**src/inc/gripper_defines.vh**
```
`ifndef GRIPPER_DEFINES_VH
`define GRIPPER_DEFINES_VH
// byte offsets, output image
`define OFS_COMMAND     4'h0
`define OFS_TARGET      4'h3
`define OFS_SPEED       4'h4
`define OFS_FORCE       4'h5
// byte offsets, input image
`define OFS_STATUS      4'h0
`define OFS_FAULT       4'h2
`define OFS_TGT_ECHO    4'h3
`define OFS_POSITION    4'h4
`define OFS_CURRENT     4'h5
// command byte fields
`define BIT_ENABLE      0
`define BIT_GOTO        3
`define BIT_RELEASE     4
`define BIT_REL_DIR     5
// activation state codes
`define STA_RESET       2'h0
`define STA_ACTIVATING  2'h1
`define STA_DONE        2'h3
// object state codes
`define OBJ_MOVING      2'h0
`define OBJ_OPENING     2'h1
`define OBJ_CLOSING     2'h2
`define OBJ_AT_TARGET   2'h3
// fault codes
`define FLT_NONE        8'h00
`define FLT_DELAYED     8'h05
`define FLT_NOT_ACTIVE  8'h07
`define FLT_NO_COMMS    8'h09
`define FLT_MAJOR_MIN   8'h0A
`define FLT_REL_DONE    8'h0F
// timing
`define CLK_HZ          100000000
`define COMMS_TIMEOUT_S 1
`define COMMS_CYCLES    (`CLK_HZ * `COMMS_TIMEOUT_S)
`endif

```
**src/rtl/gripper_command_status_regs.v**
```verilog
`timescale 1ns/1ps
`default_nettype none
`include "gripper_defines.vh"

// Notes on behaviour
// enable 0 resets and clears faults
// enable rising starts calibration motion
// after power loss, need enable 0 then 1
// nothing else acts while enable is 0
// goto 1 moves to target, 0 stops
// no motion without goto except sequences
// release drives to limits, then faults
// release overrides all but enable; a release during calibration waits until calibration ends
// after release, toggle enable to recover
// direction sampled when release starts
// target 00 open, FF closed
// speed write changes motion, not starts
// over force limit halts, flags object
// controller writes zero to reserved bytes; the testbench writes random data to bytes 1 and 2
// status bit 0 echoes enable
// status bit 3 echoes goto when positioning
// state field 0, 1 or 3, never 2
// byte images addressed from zero
// controller uses only register images
// fault 07 not active, 05 delayed
// fault 09 after one second silence
// major faults hold until enable rises
// object state in status bits 7 and 6
// reserved reads zero, writes ignored
// echoes follow writes within one cycle
module gripper_command_status_regs #(
  parameter COMMS_TIMEOUT = `COMMS_CYCLES,  // silence limit in cycles
  parameter CAL_CYCLES    = 64,             // activation motion length
  parameter STEP_BASE     = 256             // motion step period at speed 0
) (
  // clock and reset
  input  wire       clock_i,
  input  wire       sys_rst_i,
  // register access
  input  wire       wr_en_i,
  input  wire       rd_en_i,
  input  wire [3:0] addr_i,
  input  wire [7:0] wr_data_i,
  output reg  [7:0] rd_data_o,
  // motor side
  input  wire [7:0] current_i,
  output reg  [7:0] finger_pos_o,
  output reg        moving_o,
  output reg        closing_o,
  output reg  [7:0] speed_set_o,
  output reg  [7:0] force_set_o
);

  // one-hot motion states
  localparam [4:0] S_RESET   = 5'h01;
  localparam [4:0] S_CAL     = 5'h02;
  localparam [4:0] S_IDLE    = 5'h04;
  localparam [4:0] S_GOTO    = 5'h08;
  localparam [4:0] S_RELEASE = 5'h10;

  reg [4:0]  state;          // motion state
  reg        enable_cmd;     // commanded enable
  reg        goto_cmd;       // commanded go-to
  reg        emergency_release_cmd; // commanded release
  reg        release_direction;     // commanded release direction
  reg        rel_open;       // direction latched at release start
  reg [7:0]  target_pos;     // target byte
  reg        armed;          // enable seen low since power up
  reg [7:0]  fault_code;     // fault byte
  reg [1:0]  object_state;   // object field
  reg [31:0] idle_cnt;       // cycles since last access
  reg [15:0] step_cnt;       // motion step timer
  reg [15:0] cal_cnt;        // calibration timer
  reg [7:0]  cur_s1;         // current sync stage one
  reg [7:0]  cur_s2;         // current sync stage two
  reg [7:0]  motor_current;  // sampled current
  reg [7:0]  next_pos;       // position after a step

  // register write decode
  wire wr_cmd   = wr_en_i && (addr_i == `OFS_COMMAND);
  wire new_en   = wr_cmd ? wr_data_i[`BIT_ENABLE] : enable_cmd;
  wire en_rise  = wr_cmd && wr_data_i[`BIT_ENABLE] && !enable_cmd;
  wire major    = (fault_code >= `FLT_MAJOR_MIN);
  // force limit compare, linear scale
  wire over_lim = (motor_current > force_set_o) && moving_o;
  // step period shrinks with speed, release always runs slowest
  wire [15:0] step_period = (state == S_RELEASE) ? STEP_BASE[15:0] :
                            STEP_BASE[15:0] - {8'h00, speed_set_o};
  wire step_now = (step_cnt >= step_period);

  // synchronise the motor current reading
  always @(posedge clock_i or posedge sys_rst_i)
  begin
    if (sys_rst_i)
    begin
      cur_s1        <= 8'h00;
      cur_s2        <= 8'h00;
      motor_current <= 8'h00;
    end
    else
    begin
      cur_s1        <= current_i;
      cur_s2        <= cur_s1;
      motor_current <= cur_s2;
    end
  end

  // output register image
  always @(posedge clock_i or posedge sys_rst_i)
  begin
    if (sys_rst_i)
    begin
      // power loss leaves enable set
      enable_cmd            <= 1'b1;
      goto_cmd              <= 1'b0;
      emergency_release_cmd <= 1'b0;
      release_direction     <= 1'b0;
      target_pos            <= 8'h00;
      speed_set_o           <= 8'h00;
      force_set_o           <= 8'h00;
    end
    else if (wr_en_i)
    begin
      // only defined bits are stored
      case (addr_i)
        `OFS_COMMAND:
        begin
          enable_cmd            <= wr_data_i[`BIT_ENABLE];
          goto_cmd              <= wr_data_i[`BIT_GOTO];
          emergency_release_cmd <= wr_data_i[`BIT_RELEASE];
          release_direction     <= wr_data_i[`BIT_REL_DIR];
        end
        // position scale 00 open FF closed
        `OFS_TARGET: target_pos  <= wr_data_i;
        // speed applies live
        `OFS_SPEED:  speed_set_o <= wr_data_i;
        `OFS_FORCE:  force_set_o <= wr_data_i;
        default:     ;
      endcase
    end
  end

  // motion sequencer
  always @(posedge clock_i or posedge sys_rst_i)
  begin
    if (sys_rst_i)
    begin
      state        <= S_RESET;
      armed        <= 1'b0;
      rel_open     <= 1'b0;
      finger_pos_o <= 8'h00;
      moving_o     <= 1'b0;
      closing_o    <= 1'b0;
      step_cnt     <= 16'h0000;
      cal_cnt      <= 16'h0000;
      object_state <= `OBJ_MOVING;
    end
    else
    begin
      step_cnt <= step_now ? 16'h0000 : step_cnt + 16'h0001;
      // arm once enable has been seen low
      if (!enable_cmd)
        armed <= 1'b1;
      // enable low forces reset
      if (!enable_cmd)
      begin
        state    <= S_RESET;
        moving_o <= 1'b0;
      end
      else
      begin
        case (state)
          S_RESET:
          begin
            // enable back high starts calibration
            if (armed)
            begin
              state    <= S_CAL;
              cal_cnt  <= 16'h0000;
              moving_o <= 1'b1;
            end
          end
          S_CAL:
          begin
            cal_cnt <= cal_cnt + 16'h0001;
            if (cal_cnt >= CAL_CYCLES[15:0])
            begin
              state    <= S_IDLE;
              moving_o <= 1'b0;
            end
          end
          S_IDLE, S_GOTO:
          begin
            // release beats goto
            if (emergency_release_cmd)
            begin
              // direction sampled here
              rel_open  <= release_direction;
              closing_o <= !release_direction;
              state     <= S_RELEASE;
              moving_o  <= 1'b1;
            end
            // move only with goto
            else if (goto_cmd)
            begin
              state <= S_GOTO;
              if (over_lim)
              begin
                // current limit halts, object seen
                moving_o     <= 1'b0;
                object_state <= closing_o ? `OBJ_CLOSING : `OBJ_OPENING;
              end
              else if (finger_pos_o == target_pos)
              begin
                moving_o     <= 1'b0;
                object_state <= `OBJ_AT_TARGET;
              end
              else if (object_state == `OBJ_MOVING || state == S_IDLE)
              begin
                moving_o     <= 1'b1;
                closing_o    <= (target_pos > finger_pos_o);
                object_state <= `OBJ_MOVING;
                if (step_now)
                  finger_pos_o <= next_pos;
              end
            end
            else
            begin
              // goto low stops
              state    <= S_IDLE;
              moving_o <= 1'b0;
            end
          end
          S_RELEASE:
          begin
            // slow drive to the stop
            if ((rel_open && finger_pos_o == 8'h00)
                || (!rel_open && finger_pos_o == 8'hFF))
              moving_o <= 1'b0;
            else if (step_now)
              finger_pos_o <= next_pos;
          end
          default: state <= S_RESET;
        endcase
      end
    end
  end

  // one position step toward the goal
  always @*
  begin
    next_pos = finger_pos_o;
    if (closing_o && finger_pos_o != 8'hFF)
      next_pos = finger_pos_o + 8'h01;
    else if (!closing_o && finger_pos_o != 8'h00)
      next_pos = finger_pos_o - 8'h01;
  end

  // fault byte and bus silence watch
  always @(posedge clock_i or posedge sys_rst_i)
  begin
    if (sys_rst_i)
    begin
      fault_code <= `FLT_NONE;
      idle_cnt   <= 32'h0;
    end
    else
    begin
      idle_cnt <= (wr_en_i || rd_en_i) ? 32'h0 :
                  (idle_cnt < COMMS_TIMEOUT) ? idle_cnt + 32'h1 : idle_cnt;
      // enable low clears faults
      if (!new_en)
        fault_code <= `FLT_NONE;
      // release in progress, then finished
      else if (state == S_RELEASE)
        fault_code <= moving_o ? 8'h0B : `FLT_REL_DONE;
      // major faults held until enable rise
      else if (major && !en_rise)
        fault_code <= fault_code;
      // silence on the bus
      else if (idle_cnt >= COMMS_TIMEOUT)
        fault_code <= `FLT_NO_COMMS;
      // action before activation done
      else if (wr_cmd && (wr_data_i[`BIT_GOTO] || wr_data_i[`BIT_RELEASE]))
        fault_code <= (state == S_RESET) ? `FLT_NOT_ACTIVE :
                      (state == S_CAL) ? `FLT_DELAYED : `FLT_NONE;
      else if (state == S_IDLE || state == S_GOTO)
        fault_code <= `FLT_NONE;
    end
  end

  // input register image read, registered
  always @(posedge clock_i or posedge sys_rst_i)
  begin
    if (sys_rst_i)
      rd_data_o <= 8'h00;
    else
    begin
      // input image by byte offset
      case (addr_i)
        // status byte
        `OFS_STATUS:
          rd_data_o <= {object_state,
                        ((state == S_CAL) ? `STA_ACTIVATING :
                         (state == S_IDLE || state == S_GOTO) ? `STA_DONE : `STA_RESET),
                        goto_cmd && (state == S_GOTO),
                        2'b00,
                        enable_cmd};
        `OFS_FAULT:    rd_data_o <= fault_code;
        `OFS_TGT_ECHO: rd_data_o <= target_pos;
        `OFS_POSITION: rd_data_o <= finger_pos_o;
        `OFS_CURRENT:  rd_data_o <= motor_current;
        // reserved bytes read zero
        default:       rd_data_o <= 8'h00;
      endcase
    end
  end

endmodule // gripper_command_status_regs
`default_nettype wire

```
**config.mk**
```make
export PLATFORM = sky130hd
export DESIGN_NAME = gripper_command_status_regs
export DESIGN_NICKNAME = d
export VERILOG_FILES = /design/src/rtl/gripper_command_status_regs.v
export VERILOG_INCLUDE_DIRS = /design/src /design/src/inc
export SDC_FILE = /design/constraint.sdc
export NUM_CORES = 1
export LEC_CHECK = 0
export ABC_AREA = 1
export BUFFER_PORTS_ARGS = -buffer_cell sky130_fd_sc_hd__buf_2
export CORE_UTILIZATION = 45
export CTS_CLUSTER_SIZE = 25
export DETAILED_ROUTE_END_ITERATION = 10
export GPL_TIMING_DRIVEN = 0
export SLEW_MARGIN = 20
export SYNTH_ARGS = -nofsm -noshare
export SYNTH_HDL_FRONTEND = slang
export SYNTH_SLANG_ARGS = --single-unit
export TNS_END_PERCENT = 5
```
**constraint.sdc**
```tcl
create_clock -name clock_i -period 5 [get_ports clock_i]
set_input_delay 1 -clock clock_i [delete_from_list [all_inputs] [get_ports clock_i]]
set_output_delay 1 -clock clock_i [all_outputs]
set_load 0.005 [all_outputs]
```
==> run summary <==
CTS tree: yes
Crit-path slowest cell: dfstp_2
Worst-Margin Slew: 0.732 ns
Post-synth ARST share: 100%
CTS Hold Bufs: 0
Share of layout cells above drive strength 1: 13.0%
Synth Area in XOR/XNOR: 2.25%
Synth Instances: 1032
Root buf cell: clkbuf_16
Largest net degree at the start of global routing: 75
Type of origin of the critical path: flop
Final #Nets: 1176
Row count: 48
Yosys reg bits: 147
Wire per inst: 14.8 um
Synth Cell Area: 0.00817 mm^2
Overall Global Routing Usage: 23.1%
Die height: 137 um
Crit Path Category: flop to flop
Final Max Slew Viols: 0
CP Capture Type: flop
Via/cell ratio: 5.16
CP max FO: 10
Clock tree buffer depth: 2
GRT overflow: 0
Overall via count from detail_route: 6965
Cts bufs inserted: 17
ANT cells: 0
Post-synth EDFFs: 0
Core Region: 0.0175 mm^2
Io pins: 58
Detailed placement HPWL: 14.8 mm
Compound-Gate Fraction of Synth Area: 9.05%
Die Wd: 137 um
Antenna Nets Post-Route: 0
Largest stage delay, worst path: 0.55 ns
Setup violations, final: 0
Clock Sinks: 147
Starting density of the core: 46.6%
Final wirelength: 20.0 mm
Share of the synthesized area in the top cell type: 44.4%
Area share of fa/ha/maj cells after synthesis: 5.91%
Worst hold slack: 0.348 ns
Final worst-path cycle share: 60.3%
Clock slew at reported path FFs: 0.07 ns
First-pass GRT wire length: 33.1 mm
DRC: 0
Top achievable clock speed: 332 MHz
Outcome: finished clean
Worst hold path type: flop to flop
Top reg by flops: idle_cnt
Vias in the first global route: 6509
Distinct cells, synth: 49
Critical-path cell list: nor2_4 > nand3_2 > clkbuf_1 > nand3_1 > ha_1 > nand2_1 > o21bai_1 > nand2_1 > nand2_1 > nand2_1 > nand2_1 > nand3_2 > clkbuf_1 > nor3b_1
Area growth from synthesis to layout: 14.7%
Mean Syn Cell Area: 7.92 um^2
Port Buffer Count: 57
Required time of the critical path: 5.34 ns
Unrepaired setup endpoints after global routing: false
GP Congestion: 0.917
CP dominant cell by count: nand2_1
Number of detailed-route iterations in the first pass: 5
Largest family of logic cells by synthesized area: simple AND/OR/NAND/NOR gates
Total die area: 0.0187 mm^2
Post-CTS setup buffers: 0
Registers with the most flip-flops: idle_cnt: 32 flops, cal_cnt: 16 flops, step_cnt: 16 flops
Post-layout min period: 3.02 ns
Mux cell area share after synthesis: 0%
Simple-gate share of the synthesized area: 30.2%
Crit path DAT: 3.36 ns
Area leader, netlist: dfrtp_1
Post-CTS sizing: 0
Antenna violations before repair: 0
Max reg flops: 32
Main area contributors after synthesis: dfrtp_1 44%, nand2_1 12%, inv_1 6.2%, ha_1 5.7%, nor2_1 5.2%
Pleak: 4.61 nW
Design Power: 3.84 mW
Htree depth: 4
Relative slew margins: 51.0%
Worst skew pair latency: 0.43 ns
Maximum vdd drop: 0.260 mV
Core Util, Final: 53.4%
Post-synthesis sequential area ratio: 45.0%
Pwr dens: 410 mW/mm^2
Clock Skews: 0.00955 ns
Max-cap viol count: 0
Final Hold Viols: 0
Synth Warn #: 0
Iteration-0 DRC Markers: 591
Main synth FF type: dfrtp_1
routing by layer:
| metal | GRT usage (%) | wire length, um |
|---|---|---|
| met5 | 0 | 0 |
| met4 | 6.90 | 194 |
| met3 | 4.70 | 1080 |
| met2 | 34.9 | 8780 |
| met1 | 33.2 | 9930 |
synth_stat cells (all sizes together), types with 2 or more instances:
cell type / instances
ha: 37
a21oi: 25
o31ai: 7
dfrtp: 145
nand3: 61
dfstp: 2
a31oi: 6
nand2: 270
buf: 8
o2111ai: 5
o21bai: 3
nor2: 128
a221oi: 2
xnor2: 4
inv: 142
clkbuf: 5
nand3b: 3
or2: 4
nand4: 41
o21ai: 79
nor3b: 5
nor3: 25
xor2: 17
worst max-delay path: cells and delay by family (launching register included):
kind                       cells  cell delay [ns]
DFF                            1             0.55
AOI/OAI and AO/OA              1             0.11
buffers and inverters          2             0.78
and+or+nand+nor               10             1.15
adders and majority gates      1             0.32
where the power goes:
group          switching [mW]  internal (mW)  total, mW
logic                   0.693          0.415       1.11
clock network           0.550          0.715       1.26
registers               0.151           1.32       1.47
total                    1.39           2.45       3.84
path summary, 6_finish.rpt:
path	start	endpoint	slack (ns)	cells past startpoint
min in group asynchronous	sys_rst_i	idle_cnt[20]	0.62	2
max in group asynchronous	sys_rst_i	state[0]	3.61	3
min reg2reg	cur_s1[1]	cur_s2[1]	0.35	0
max reg2reg	state[0]	step_cnt[4]	1.98	14
max	state[0]	step_cnt[4]	1.98	14
min	cur_s1[1]	cur_s2[1]	0.35	0
cells in the final DEF, fill, tap and decap left out, types with 5 or more instances in the layout:
cell type and n:
nand2_1 263, dfrtp_1 145, inv_1 134, nor2_1 114
o21ai_0 61, buf_2 60, nand3_1 55, nand4_1 39
ha_1 37, a21oi_1 24, nor3_1 23, o21ai_1 17
xor2_1 17, clkbuf_16 17, nor2_2 7, inv_2 7
nor2_4 7, o31ai_1 7, a31oi_1 6, conb_1 6
nand3_2 5, clkbuf_1 5, o2111ai_1 5, inv_6 5
through the flow:
step                      cell area (um^2)  worst slack, ns  instances  setup TNS [ns]
after floorplan                       8190           0.0520       1037               0
after global placement                8760            -1.80       1319         -259.58
after detailed placement              8790             1.94       1320               0
after CTS                             9370             1.94       1351               0
after global routing                  9370             1.70       1351               0
final                                 9370             1.98       1351               0
final cells by class:
type,count,area (um^2)
Buffer,13,75.1
Clock buffer,18,439
Clock inverter,13,139
Fill cell,1707,8160
Inverter,143,549
Multi-Input combinational cell,734,3890
Sequential cell,147,3680
Tap cell,225,282
Timing Repair Buffer,58,313
kinds of logic (layout without fill, tap and decap cells):
family | Yosys count | after routing
adder cells (fa/ha/maj) | 38 | 38
buffers and inverters | 156 | 245
AO/OA/AOI/OAI | 131 | 131
other | 1 | 6
flip-flops | 147 | 147
AND/OR/NAND/NOR | 538 | 538
XOR/XNOR | 21 | 21
No activity file was read; power rests on OpenSTA's default activity.
